File: src/inc/fault_regs_pkg.sv
// constants for the fault status, audio path and undervoltage register bank
package fault_regs_pkg;

   // ==========================================================
   // register offsets
   localparam logic [7:0] OFS_EVENT_ENABLE = 8'h09; // event_enable_register
   localparam logic [7:0] OFS_FAULT_FLAGS = 8'h0A; // fault_event_flags
   localparam logic [7:0] OFS_LED_CEILING = 8'h0B; // led_current_ceiling
   localparam logic [7:0] OFS_AUDIO_CTRL = 8'h0C; // audio_path_control
   localparam logic [7:0] OFS_PGA_START = 8'h0D; // pga_start_gain
   localparam logic [7:0] OFS_PGA_LIVE = 8'h0E; // pga_live_gain
   localparam logic [7:0] OFS_UV_DEBOUNCE = 8'h0F; // undervoltage_debounce
   localparam logic [7:0] OFS_UV_THRESHOLD = 8'h10; // undervoltage_threshold

   // ==========================================================
   // reset values
   localparam logic [7:0] RST_EVENT_ENABLE = 8'h00;
   localparam logic [7:0] RST_FAULT_FLAGS = 8'h00;
   localparam logic [3:0] RST_CEILING = 4'h0; // lowest ceiling, 3 mA
   localparam logic [3:0] RST_AUDIO_CTRL = 4'h0;
   localparam logic [5:0] RST_START_GAIN = 6'h00; // -12 dB
   localparam logic [5:0] RST_DEBOUNCE = 6'h0F;
   localparam logic [2:0] RST_UV_LEVEL = 3'h3; // 2.2 V

   // ==========================================================
   // field positions
   localparam int BIT_CLOCK_LOSS = 7;
   localparam int BIT_UNDERVOLTAGE = 6;
   localparam int BIT_OVERHEAT = 5;
   localparam int BIT_WATCHDOG = 4;
   localparam int BIT_FW_VERSION = 3;
   localparam int BIT_FLASH_FAIL = 2;
   localparam int BIT_CORE_CHECK = 1;
   localparam int BIT_PROGRAM_DONE = 0;
   localparam int BIT_PRECHARGE = 3;
   localparam int BIT_PGA_BYPASS = 2;
   localparam int BIT_AUTO_GAIN = 1;
   localparam int BIT_AUDIO_SYNC = 0;

   // ==========================================================
   // timing: one de-bounce step is 16 us
   localparam int CLK_PERIOD_PS = 4000; // 250 MHz
   localparam int UV_STEP_PS = 16000000; // 16 us
   localparam int UV_STEP_CYCLES = UV_STEP_PS / CLK_PERIOD_PS;

   // ==========================================================
   // undervoltage de-bounce states
   typedef enum logic [2:0] {
      UV_CLEAR = 3'b001,
      UV_WAIT = 3'b010,
      UV_FAULT = 3'b100
   } uv_state_t;

endpackage

File: src/hw/fault_status_audio_uvlo_regs.sv
// fault status, audio path, pga gain and undervoltage register bank
`timescale 1ns/1ps
// ==========================================================
module fault_status_audio_uvlo_regs import fault_regs_pkg::*; #(
   parameter int STEP_CYCLES = UV_STEP_CYCLES // cycles per 16 us de-bounce step
) (
   input wire logic core_clk, // core clock, 250 MHz
   input wire logic rst, // synchronous reset, active high
   input wire logic clk_en, // low freezes all state
   input wire logic [7:0] reg_addr, // register offset
   input wire logic [7:0] reg_wdata, // write data
   input wire logic reg_wr, // write strobe, one cycle
   input wire logic reg_rd, // read strobe, one cycle
   output logic [7:0] reg_rdata, // read data, registered
   output logic reg_rvalid, // read data valid, one cycle
   input wire logic clock_loss_event, // clock loss detected, pulse
   input wire logic overheat_event, // over-temperature, pulse
   input wire logic watchdog_event, // watchdog fault, pulse
   input wire logic firmware_version_error_event, // firmware version error, pulse
   input wire logic flash_correction_fail_event, // flash correction failed, pulse
   input wire logic core_check_fail_event, // processor check failed, pulse
   input wire logic program_done_event, // functional program complete, pulse
   input wire logic undervoltage_raw, // comparator output, asynchronous
   input wire logic [5:0] applied_gain_code, // live pga gain from processor
   output logic [7:0] event_enable_register, // per-flag enables
   output logic [7:0] fault_event_flags, // sticky flags
   output logic [3:0] current_ceiling_code, // shared sink ceiling
   output logic adc_precharge_enable, // adc pre-charge on
   output logic pga_bypass_select, // adc fed from audio_input_pin
   output logic auto_gain_enable, // automatic gain on
   output logic audio_sync_enable, // audio sync on
   output logic audio_module_reset, // holds audio modules in reset
   output logic [5:0] initial_gain_code, // pga start gain
   output logic [5:0] undervoltage_debounce_count, // de-bounce steps
   output logic [2:0] undervoltage_level_code // detection level
);

   // ==========================================================
   // state of the bank
   typedef struct packed {
      logic [7:0] enable; // event enables
      logic [7:0] flags; // sticky event flags
      logic [3:0] ceiling; // current ceiling code
      logic [3:0] audio; // audio path control bits
      logic [5:0] start_gain; // initial gain code
      logic [5:0] debounce; // de-bounce step count
      logic [2:0] level; // undervoltage level code
      uv_state_t uv_state; // de-bounce state
      logic [11:0] step_cnt; // cycles inside one step
      logic [5:0] step_tally; // whole steps seen
      logic uv_meta; // first sync stage
      logic uv_sync; // second sync stage
      logic [7:0] rdata; // read data
      logic rvalid; // read answer strobe
   } bank_t;

   bank_t state_reg; // registered state
   bank_t state_next; // next state
   logic [7:0] event_in; // incoming events per bit
   logic [7:0] flag_set; // flag set terms
   logic [7:0] flags_after; // flags after set and clear
   logic uv_trip; // de-bounce completes this cycle
   logic clear_flags; // flag register read this cycle
   logic [7:0] read_mux; // read data selection
   logic [11:0] step_last; // last cycle index of one step

   assign step_last = 12'(STEP_CYCLES - 1);

   // event vector in flag order; bit 6 comes from the debouncer
   assign event_in[BIT_CLOCK_LOSS] = clock_loss_event;
   assign event_in[BIT_UNDERVOLTAGE] = uv_trip;
   assign event_in[BIT_OVERHEAT] = overheat_event;
   assign event_in[BIT_WATCHDOG] = watchdog_event;
   assign event_in[BIT_FW_VERSION] = firmware_version_error_event;
   assign event_in[BIT_FLASH_FAIL] = flash_correction_fail_event;
   assign event_in[BIT_CORE_CHECK] = core_check_fail_event;
   assign event_in[BIT_PROGRAM_DONE] = program_done_event;

   // a read of the flag word clears it so software sees each event once
   assign clear_flags = reg_rd && (reg_addr == OFS_FAULT_FLAGS);

   // ==========================================================
   // per-flag sticky logic: a set in the clearing cycle wins
   genvar gi;
   generate
      for (gi = 0; gi < 8; gi++) begin : g_flag
         assign flag_set[gi] = event_in[gi];
         assign flags_after[gi] = flag_set[gi] | (state_reg.flags[gi] & ~clear_flags);
      end
   endgenerate

   // ==========================================================
   // read data selection; unmapped offsets and reserved bits read zero
   always_comb begin
      case (reg_addr)
         OFS_EVENT_ENABLE: read_mux = state_reg.enable;
         OFS_FAULT_FLAGS: read_mux = state_reg.flags;
         OFS_LED_CEILING: read_mux = {4'h0, state_reg.ceiling};
         OFS_AUDIO_CTRL: read_mux = {4'h0, state_reg.audio};
         OFS_PGA_START: read_mux = {2'h0, state_reg.start_gain};
         OFS_PGA_LIVE: read_mux = {2'h0, applied_gain_code};
         OFS_UV_DEBOUNCE: read_mux = {2'h0, state_reg.debounce};
         OFS_UV_THRESHOLD: read_mux = {5'h00, state_reg.level};
         default: read_mux = 8'h00; // unmapped
      endcase
   end

   // ==========================================================
   // next-state logic
   always_comb begin
      state_next = state_reg;
      uv_trip = 1'b0;
      // two-stage synchroniser on the comparator level
      state_next.uv_meta = undervoltage_raw;
      state_next.uv_sync = state_reg.uv_meta;
      // undervoltage de-bounce: level must stay high for debounce steps
      case (state_reg.uv_state)
         UV_CLEAR: begin
            state_next.step_cnt = 12'h000;
            state_next.step_tally = 6'h00;
            if (state_reg.uv_sync) begin
               if (state_reg.debounce == 6'h00) begin
                  state_next.uv_state = UV_FAULT; // zero steps trips at once
                  uv_trip = 1'b1;
               end else begin
                  state_next.uv_state = UV_WAIT;
               end
            end
         end
         UV_WAIT: begin
            if (!state_reg.uv_sync) begin
               state_next.uv_state = UV_CLEAR; // bounce restarts the wait
            end else if (state_reg.step_cnt == step_last) begin
               state_next.step_cnt = 12'h000;
               state_next.step_tally = state_reg.step_tally + 6'h01;
               if (state_reg.step_tally + 6'h01 >= state_reg.debounce) begin
                  state_next.uv_state = UV_FAULT;
                  uv_trip = 1'b1;
               end
            end else begin
               state_next.step_cnt = state_reg.step_cnt + 12'h001;
            end
         end
         UV_FAULT: begin
            if (!state_reg.uv_sync) begin
               state_next.uv_state = UV_CLEAR;
            end
         end
         default: state_next.uv_state = UV_CLEAR;
      endcase
      state_next.flags = flags_after;
      // register writes; read-only offsets fall through untouched
      if (reg_wr) begin
         case (reg_addr)
            OFS_EVENT_ENABLE: state_next.enable = reg_wdata;
            OFS_LED_CEILING: state_next.ceiling = reg_wdata[3:0];
            OFS_AUDIO_CTRL: state_next.audio = reg_wdata[3:0];
            OFS_PGA_START: state_next.start_gain = reg_wdata[5:0];
            OFS_UV_DEBOUNCE: state_next.debounce = reg_wdata[5:0];
            OFS_UV_THRESHOLD: state_next.level = reg_wdata[2:0];
            default: state_next.enable = state_reg.enable;
         endcase
      end
      // read answer one cycle after the strobe
      state_next.rvalid = reg_rd;
      if (reg_rd) begin
         state_next.rdata = read_mux;
      end
   end

   // ==========================================================
   // state register with clock enable and synchronous reset
   always_ff @(posedge core_clk) begin
      if (rst) begin
         state_reg.enable <= RST_EVENT_ENABLE;
         state_reg.flags <= RST_FAULT_FLAGS;
         state_reg.ceiling <= RST_CEILING;
         state_reg.audio <= RST_AUDIO_CTRL;
         state_reg.start_gain <= RST_START_GAIN;
         state_reg.debounce <= RST_DEBOUNCE;
         state_reg.level <= RST_UV_LEVEL;
         state_reg.uv_state <= UV_CLEAR;
         state_reg.step_cnt <= 12'h000;
         state_reg.step_tally <= 6'h00;
         state_reg.uv_meta <= 1'b0;
         state_reg.uv_sync <= 1'b0;
         state_reg.rdata <= 8'h00;
         state_reg.rvalid <= 1'b0;
      end else if (clk_en) begin
         state_reg <= state_next;
      end
   end

   // ==========================================================
   // outputs, all from the state register; audio_module_reset through an inverter
   assign reg_rdata = state_reg.rdata;
   assign reg_rvalid = state_reg.rvalid;
   assign event_enable_register = state_reg.enable;
   assign fault_event_flags = state_reg.flags;
   // upper nibble never reaches the analog; a careless host cannot overdrive
   assign current_ceiling_code = state_reg.ceiling;
   assign adc_precharge_enable = state_reg.audio[BIT_PRECHARGE];
   assign pga_bypass_select = state_reg.audio[BIT_PGA_BYPASS];
   assign auto_gain_enable = state_reg.audio[BIT_AUTO_GAIN];
   assign audio_sync_enable = state_reg.audio[BIT_AUDIO_SYNC];
   assign audio_module_reset = ~state_reg.audio[BIT_AUDIO_SYNC];
   assign initial_gain_code = state_reg.start_gain;
   assign undervoltage_debounce_count = state_reg.debounce;
   assign undervoltage_level_code = state_reg.level;
endmodule // fault_status_audio_uvlo_regs

File: config.mk
export PLATFORM = sky130hd
export DESIGN_NAME = fault_status_audio_uvlo_regs
export DESIGN_NICKNAME = d
export VERILOG_FILES = /design/src/inc/fault_regs_pkg.sv /design/src/hw/fault_status_audio_uvlo_regs.sv
export SDC_FILE = /design/constraint.sdc
export NUM_CORES = 1
export LEC_CHECK = 0
export BUFFER_PORTS_ARGS = -buffer_cell sky130_fd_sc_hd__buf_4
export CORE_ASPECT_RATIO = 0.75
export CORE_MARGIN = 2
export CORE_UTILIZATION = 55
export CTS_BUF_LIST = sky130_fd_sc_hd__clkbuf_16
export CTS_CLUSTER_DIAMETER = 40
export DETAILED_ROUTE_END_ITERATION = 8
export PLACE_DENSITY = 0.89
export SYNTH_ARGS = -nofsm -noshare
export SYNTH_HDL_FRONTEND = slang
export SYNTH_SLANG_ARGS = --single-unit
File: constraint.sdc
create_clock -name core_clk -period 2.5 [get_ports core_clk]
set_clock_uncertainty 0.1 [all_clocks]
set_input_delay 0.625 -clock core_clk [delete_from_list [all_inputs] [get_ports core_clk]]
set_output_delay 0.625 -clock core_clk [all_outputs]
set_load 0.01 [all_outputs]
Word level (Yosys, flattened, before mapping)
Cells that the tools add are included.
{ "word_totals": {"register_bits": 71, "inputBits": 35, "out_inout_bits": 49, "word_cells": 84} }
{ "op_classes": {"add_sub_neg": 2, "n_lt_le_gt_ge": 1, "eq_ne": 18, "n_mux": 18, "bitwise_logic": 18, "reduce_logical": 13} }
{ "op_table": {"columns": ["op", "count"], "rows": [
  ["8-bit case mux with 8 select lines", 1],
  ["8-bit by 4-bit equality test with 1-bit output, second input constant", 7],
  ["18-bit case mux with 2 select lines", 1],
  ["3-bit AND reduction", 7],
  ["18-bit two-way mux", 1],
  ["3-bit two-way mux", 6],
  ["12-bit by 1-bit adder with 12-bit output, second input constant", 1],
  ["12-bit equality test, second input constant", 1],
  ["12-bit two-way mux", 1],
  ["3-bit case mux with 3 select lines", 1],
  ["1-bit AND", 8],
  ["8-bit by 5-bit equality test with 1-bit output, second input constant", 1],
  ["2-bit != test, second input constant", 4],
  ["1-bit OR", 8],
  ["6-bit by 1-bit adder with 6-bit output, second input constant", 1],
  ["6-bit greater-or-equal comparator", 1],
  ["6-bit zero test", 1],
  ["6-bit two-way mux", 1],
  ["3-bit != test, second input constant", 2],
  ["1-bit two-way mux", 5],
  ["5-bit AND reduction", 1],
  ["4-bit AND reduction", 1],
  ["3-bit by 1-bit equality test with 1-bit output, second input constant", 1],
  ["3-bit by 2-bit equality test with 1-bit output, second input constant", 1],
  ["6 further kinds", 7]
]} }

Depth between registers and ports, before layout
Gate-level depths: netlist of the first run.
{ "depth": {"depth_word": 7, "mapped_depth": 9, "depth_no_buf": 9} }

Worst setup path after synthesis of the first run
Ideal clock, no wire load.
{ "synth_path": {"path_type": "in2reg", "startpoint": "input reg_addr[5]", "endpoint": "register state_reg (netlist bit fault_event_flags[0])", "setup_ns": 0.128, "arrival_time_ns": 1.992, "required_ns": 2.272, "setup_slack_ns": 0.281, "path_stages": 5, "path_buffers": 1, "cell_sequence": "or4_4 > or4_4 > buf_6 > a22oi_2 > nor2_1"} }
{ "synth_between": {"elab_chain_len": 5} }
{ "synth_rtl": {"columns": ["item", "line_no", "source"], "rows": [
  ["start, declared", "fault_status_audio_uvlo_regs.sv:10", "input wire logic [7:0] reg_addr,"],
  ["8-bit by 4-bit equality test with 1-bit output", "fault_status_audio_uvlo_regs.sv:80", "assign clear_flags = reg_rd && (reg_addr == OFS_FAULT_FLAGS);"],
  ["1-bit logical AND", "fault_status_audio_uvlo_regs.sv:80", null],
  ["1-bit inverter", "fault_status_audio_uvlo_regs.sv:88", "assign flags_after[gi] = flag_set[gi] | (state_reg.flags[gi] & ~clear_flags);"],
  ["1-bit AND", "fault_status_audio_uvlo_regs.sv:88", null],
  ["1-bit OR", "fault_status_audio_uvlo_regs.sv:88", null],
  ["end signal, assigned", "fault_status_audio_uvlo_regs.sv:190", "state_reg <= state_next;"],
  ["end, declared", "fault_status_audio_uvlo_regs.sv:57", "bank_t state_reg;"]
]} }
Every way passes these cells.
A chain may end at the register's enable or synchronous reset.

Worst setup path in the final report of the first run
{ "layout_path": {"startpoint": "register state_reg[11] (netlist bit)", "endpoint": "register state_reg[30] (netlist bit)"} }
{ "layout_between": {"elab_chain_len": 4} }
{ "layout_rtl": {"columns": ["item", "line_no", "source"], "rows": [
  ["6-bit by 1-bit adder with 6-bit output", "fault_status_audio_uvlo_regs.sv:136", "if (state_reg.step_tally + 6'h01 >= state_reg.debounce) begin"],
  ["6-bit greater-or-equal comparator", "fault_status_audio_uvlo_regs.sv:136", null],
  ["3-bit != test (no source line)", null, null],
  ["5-bit AND reduction (no source line)", null, null]
]} }
Every way passes these cells.

==> key figures, run 1 <==
Floorplanning
  – Row Count: 26
  – Die extent in y: 76.6 um
  – Core area: 6800 sq um
  – Ports: 84
  – Die area: 7720 sq um
  – Width of the die: 101 um
  – Initial Util: 56.8%

Timing
  – Setup ws final: 0.163 ns
  – Worst slew margin: 58.8%
  – Fmax: 428 MHz
  – Final Max Tran Viols: 0
  – Fin crit share: 93.5%
  – Slew @ Worst Pin: between 0.6 and 0.7 ns
  – Worst hold slack: roughly 0.36 ns
  – Final setup vio count: 0
  – Final Hold Vio Count: 0
  – Min cycle time layout: around 2.3 ns
  – Setup TNS: 0 ns

Power
  – Pwr Density: about 570 nW/um^2
  – Psw: 615 uW
  – Sequential share of power: 46.6%
  – Comb power frac: 10.9%
  – Total power: 2530 uW
  – LEAKAGE: 0.00189 uW
  – Pint: 1910 uW
  – Clock power frac: 42.5%
  – Max VDD drop: 0.334 mV
  – Switching Fraction: 24.3%

Placed design
  – I/O Buffers: 83
  – RD Place Congestion: 1.00
  – Pre-CTS WS: 0.0683 ns
  – DP HPWL: slightly above 7000 um
  – Placed inst area: ~4200 sq um

Global routing
  – First-pass GRT wire length: 15800 um
  – Gr ovfl total: 0
  – Pin count of the biggest net entering global routing: 60
  – Antenna violations before repair: 0
  – Vias in the first global route: 3255
  – GRT Overall Usage: 26.3%

Clock tree
  – Root buffer cell: clkbuf_16
  – Clk sink count: 71
  – Clock buffer depth: 2
  – Clock Latency Late Sink: 0.33 ns
  – Hold Buf Count CTS: 0
  – Clock transition at the registers of the reported paths: 0.05 ns
  – Num CTS Buffers: 9
  – H-tree depth: 3
  – TritonCTS clock tree: built

Yosys
  – Syn avg cell area: 8.63 sq um
  – Most used DFF post-synth: dfxtp_1
  – Sequential-to-total area share from yosys stat: between 30 and 40%
  – Post-synth EDFFs: 0
  – Distinct cell type count after synthesis: between 50 and 60
  – Mapped Nets: 491
  – Mapped cell area: 3860 sq um
  – YS warnings: 0
  – Seq cells post-synth: 71
  – Cells after synthesis: around 450
  – FFs w/ async S/R, synth: 0%

Critical path
  – CP Class: flip-flop to flip-flop
  – Reg2reg start: state_reg[11]$_SDFFE_PP0P_
  – FF-to-FF path depth: 8
  – Flop-to-flop setup slack: 0.16 ns
  – Crit path DAT: 2.50 ns
  – Worst Path Required: roughly 2.7 ns
  – CP startpoint kind: flip-flop
  – Crit path launch: state_reg[11]$_SDFFE_PP0P_
  – Worst setup path endpoint: state_reg[30]$_SDFFE_PP0P_
  – CP max FO: 5
  – Critical Path End Type: flip-flop
  – Critical R2R Capture: state_reg[30]$_SDFFE_PP0P_

Min path
  – Hold crit path type: flip-flop to flip-flop

Detailed routing
  – Total Wirelength: a little under 10000 um
  – DRC: 0
  – Drt wl/cell: 17.3 um
  – Via density: 6.05
  – 1st-iter DRT viols: 231
  – DRT Pass-1 Iters: 6
  – Antenna Nets Post-Route: 0
  – Via count of the routed design: between 3000 and 4000

Finish
  – Layout cells sized above 1: 24.0%
  – Synthesis-to-layout area growth: 15.7%
  – Layout net count: 527
  – Design area: 4470 sq um
  – ANT cells: 0
  – Largest register FFs: 22

Flow run
  – Max cap viols: 0

Status
  – Status: completed
power by group through the flow:
stage,clock network (uW),logic [uW],registers (uW)
4_1_cts,1090,271,1180
3_3_place_gp,0,260,1200
2_1_floorplan,0,177,1190
5_1_grt,1140,298,1180
3_5_place_dp,0,269,1200
6_report,1080,275,1180
cells in the final DEF (no fill, tap or decap), types with 8 or more instances in the layout:
master / n
nand2b_1: 10
mux2i_1: 28
a21oi_1: 33
nand2_1: 40
inv_1: 14
dfxtp_1: 71
nand3_1: 9
clkbuf_16: 9
buf_4: 89
nor2_1: 48
o21ai_0: 10
ha_1: 8
final cells by class:
type	instances	area, sq um
timing repair buffer	89	668
clock buffer	9	225
multi-input combinational	301	1990
sequential	71	1420
inverter	12	45.0
fill	552	2330
clock inverter	5	20.0
tap	84	105
synth_stat cells, types with 4 or more instances:
library cell	n	share of area, %
and3_1	5	0.81
a22oi_2	7	2.3
inv_1	12	1.2
buf_4	44	8.5
a22oi_1	4	0.78
nor4_1	4	0.65
a22o_1	6	1.4
buf_2	5	0.65
or4_1	4	0.78
a21oi_1	33	4.3
ha_1	8	2.6
nand3b_1	4	0.78
mux2i_1	28	7.3
nor2_1	48	4.7
nand2b_1	10	1.6
or3_1	4	0.65
xor2_1	6	1.4
o22ai_1	7	1.1
clkbuf_1	13	1.3
a211o_1	7	1.6
nor2b_1	5	0.81
nand4_1	7	1.1
dfxtp_1	71	37
nand2_1	40	3.9
o21ai_0	10	1.3
xnor2_1	7	1.6
nand3_1	9	1.2
kinds of logic after synthesis:
kind of cell               after synthesis  synth area share [%]
AOI/OAI and AO/OA                       92                  16.6
xor gates and xnor gates                13                  2.95
adders and majority gates                8                  2.59
buffers and inverters                   76                  12.0
DFF                                     71                  36.8
muxes                                   30                  8.13
and+or+nand+nor                        158                  21.0
per-stage QoR:
| stage | cells | utilization [%] |
|---|---|---|
| floorplan | 448 | - |
| global placement | 557 | 62.1 |
| detailed placement | 557 | 62.1 |
| CTS | 571 | 65.7 |
| global route | 571 | 65.8 |
| finish | 571 | 65.8 |
worst max-delay path, cell delays in order (launching register included):
cell and delay [ns]:
dfxtp_1 0.40, and3_1 0.28, xor2_1 0.20, ha_1 0.26
a211o_1 0.29, a21oi_1 0.12, o21ai_0 0.14, a31oi_1 0.27
mux2i_1 0.21
metal layers:
metal	routed length, um	vias up	track usage (%)
met5	0	-	0
met4	291	0	9.59
met3	1030	32	7.98
met2	4500	200	41.1
met1	4050	1600	34.0
li1	-	1620	-
how the worst min path moves through the flow:
stage,cells after the start,from,end,slack [ns]
global placement,2,state_reg[16]$_SDFFE_PP0P_,state_reg[16]$_SDFFE_PP0P_,0.35
floorplan,2,reg_rdata[5]$_SDFFE_PP0P_,reg_rdata[5]$_SDFFE_PP0P_,0.33
detailed placement,2,state_reg[16]$_SDFFE_PP0P_,state_reg[16]$_SDFFE_PP0P_,0.36
finish,2,state_reg[16]$_SDFFE_PP0P_,state_reg[16]$_SDFFE_PP0P_,0.36
global route,2,event_enable_register[3]$_SDFFE_PP0P_,event_enable_register[3]$_SDFFE_PP0P_,0.40
CTS,2,state_reg[16]$_SDFFE_PP0P_,state_reg[16]$_SDFFE_PP0P_,0.37
repair_timing:
item                                    4_1_cts  5_1_grt
gates resized for setup                       0        1
endpoints found under the setup margin        0        2
setup buffers                                 0        0
hold endpoints to repair                      0        0
No activity file was read; power rests on OpenSTA's default activity.
==> inputs of run 2 (changes only) <==
==> constraint.sdc (replaced) <==
create_clock -name core_clk -period 2.6 [get_ports core_clk]
set_clock_uncertainty 0.1 [all_clocks]
set_input_delay 0.65 -clock core_clk [delete_from_list [all_inputs] [get_ports core_clk]]
set_output_delay 0.65 -clock core_clk [all_outputs]
set_load 0.01 [all_outputs]
==> key figures, run 2 (synthesis gave the netlist of run 1 again) <==
Critical path
  – CP Class: flip-flop to flip-flop
  – Worst setup path endpoint: state_reg[30]$_SDFFE_PP0P_
  – Crit path launch: state_reg[11]$_SDFFE_PP0P_
  – Crit path DAT: 2.57 ns (+0.07 ns)
  – Flop-to-flop setup slack: 0.19 ns (+0.02 ns)
  – Critical Path End Type: flip-flop
  – Worst stage delay on the critical path: 0.41 ns (about the same)
  – Crit-path cells: ha_1 > nand3_1 > xnor2_2 > ha_1 > o21a_1 > a21oi_1 > o21ai_0 > a31oi_1 > mux2i_1
  – FF-to-FF path depth: 9 (+1)
  – Critical R2R Capture: state_reg[30]$_SDFFE_PP0P_
  – Reg2reg start: state_reg[11]$_SDFFE_PP0P_
  – CP max FO: 5 (unchanged)
  – Worst Path Required: 2.76 ns (+0.10 ns)
  – Crit path top cell by count: ha_1
  – CP startpoint kind: flip-flop
  – Crit-path slowest cell: dfxtp_1

Timing
  – Fin crit share: 92.8% (-0.63 points)
  – Final Hold Vio Count: 0 (unchanged)
  – Final Max Tran Viols: 0 (unchanged)
  – Setup TNS: 0 ns (unchanged)
  – Worst slew margin: 58.8% (about the same)
  – Fmax: 414 MHz (-3.2%)
  – Slew @ Worst Pin: 0.618 ns (+0.000480 ns)
  – Min cycle time layout: 2.41 ns (+0.0771 ns)
  – RSZ-0062 raised after global routing: no
  – Final setup vio count: 0 (unchanged)

Detailed routing
  – Drt wl/cell: 16.9 um (-2.3%)
  – Total Wirelength: 9600 um (-2.8%)
  – DRT Pass-1 Iters: 5 (-1)
  – Via density: 5.95 (-1.6%)
  – 1st-iter DRT viols: 226 (-2.2%)
  – Via count of the routed design: 3378 (-2.1%)
  – Antenna Nets Post-Route: 0 (unchanged)
  – DRC: 0 (unchanged)

Power
  – LEAKAGE: 0.00188 uW (-0.86%)
  – Pwr Density: 543 nW/um^2 (-3.9%)
  – Max VDD drop: 0.464 mV (+39%)

Finish
  – Post-Route Utilization: 65.5% (-0.31 points)
  – Largest register FFs: 22 (unchanged)
  – Commonest non-fill, non-tap cell in the layout: buf_4
  – Synthesis-to-layout area growth: 15.2%
  – ANT cells: 0 (unchanged)
  – Design area: 4450 sq um (-0.48%)
  – Layout cells sized above 1: 23.8% (-0.26 points)
  – Fill cells: 563 (+2.0%)
  – Commonest non-fill, non-tap cells in the layout: buf_4, dfxtp_1, nor2_1
  – FF/Latch Area: 1420 sq um (unchanged)
  – Layout net count: 524 (-0.57%)
  – Multi-input gate area: 1990 sq um (about the same)

Placed design
  – Placed inst area: 4200 sq um (-0.53%)
  – DP HPWL: 6980 um (-1.3%)
  – I/O Buffers: 83 (unchanged)
  – RD Place Congestion: 0.925 (-7.8%)

Global routing
  – GRT Overall Usage: 25.7% (-0.55 points)
  – Gr ovfl total: 0 (unchanged)
  – Pin count of the biggest net entering global routing: 60 (unchanged)
  – First-pass GRT wire length: 15500 um (-2.0%)
  – Vias in the first global route: 3178 (-2.4%)
  – Antenna violations before repair: 0 (unchanged)

Floorplanning
  – Die extent in y: 76.6 um (unchanged)
  – Row Count: 26 (unchanged)
  – Initial Util: 56.8% (unchanged)
  – Width of the die: 101 um (unchanged)
  – Ports: 84 (unchanged)
  – Die area: 7720 sq um (unchanged)
  – Core area: 6800 sq um (unchanged)

Clock tree
  – Post_cts resized: 0 (unchanged)
  – Root buffer cell: clkbuf_16
  – Setup bufs post-CTS: 0 (unchanged)
  – Clock transition at the registers of the reported paths: 0.05 ns (about the same)
  – Clk sink count: 71 (unchanged)
  – Num CTS Buffers: 9 (unchanged)
  – Clock buffer depth: 2 (unchanged)
  – H-tree depth: 3 (unchanged)
  – TritonCTS clock tree: built
  – Hold Buf Count CTS: 0 (unchanged)
  – Clock Latency Late Sink: 0.33 ns (about the same)

Min path
  – Worst Hold Depth: 2 (unchanged)
  – Hold crit path type: flip-flop to flip-flop

Status
  – Status: completed

Flow run
  – Max cap viols: 0 (unchanged)
==> run 2: power breakdown <==
part / total [uW] / switching [uW] / leakage [uW] / internal, uW
clock network: 1030 / 408 / 0.000129 / 617
registers: 1130 / 23.7 / 0.000574 / 1110
logic: 258 / 149 / 0.00117 / 109
total: 2420 / 581 / 0.00188 / 1840
==> run 2: worst min path at each step <==
stage	from	end
4_1_cts	reg_rdata[5]$_SDFFE_PP0P_	reg_rdata[5]$_SDFFE_PP0P_
2_1_floorplan	reg_rdata[5]$_SDFFE_PP0P_	reg_rdata[5]$_SDFFE_PP0P_
5_1_grt	reg_rdata[4]$_SDFFE_PP0P_	reg_rdata[4]$_SDFFE_PP0P_
6_report	reg_rdata[4]$_SDFFE_PP0P_	reg_rdata[4]$_SDFFE_PP0P_
3_5_place_dp	reg_rdata[5]$_SDFFE_PP0P_	reg_rdata[5]$_SDFFE_PP0P_
3_3_place_gp	reg_rdata[4]$_SDFFE_PP0P_	reg_rdata[4]$_SDFFE_PP0P_
==> run 2: area by class of cell <==
type	count	share of cell area (%)
well taps	84	2.36
clock inverters	5	0.450
flip-flops and latches	71	31.9
repair buffers	86	14.5
inverters	12	1.01
clock buffers	9	5.06
multi-input cells	301	44.7
==> run 2: routing by layer <==
metal  track usage, %  vias to the layer above  part of all wire, %
met4             7.53                        0                  1.1
li1                 -                     1602                    -
met3             7.16                       11                   11
met2             39.9                      168                   46
met5                0                        -                    0
met1             34.8                     1597                   42
==> run 2: per-stage QoR <==
step                      total power (uW)  setup slack, ns  cells  hold slack [ns]
final                                 2420            0.186    568            0.370
after global routing                  2500          0.00433    568            0.388
after CTS                             2430            0.187    568            0.366
after detailed placement              1410           0.0456    554            0.354
after global placement                1400            0.172    554            0.351
after floorplan                       1320            0.356    448            0.326
==> run 2: worst max-delay path, delay by kind of cell (launching register included) <==
kind                     cells  cell delay [ns]
AO/OA/AOI/OAI                4             0.79
adder cells (fa/ha/maj)      2             0.53
flip-flops                   1             0.41
multiplexers                 1             0.22
XOR/XNOR                     1             0.17
AND/OR/NAND/NOR              1             0.14
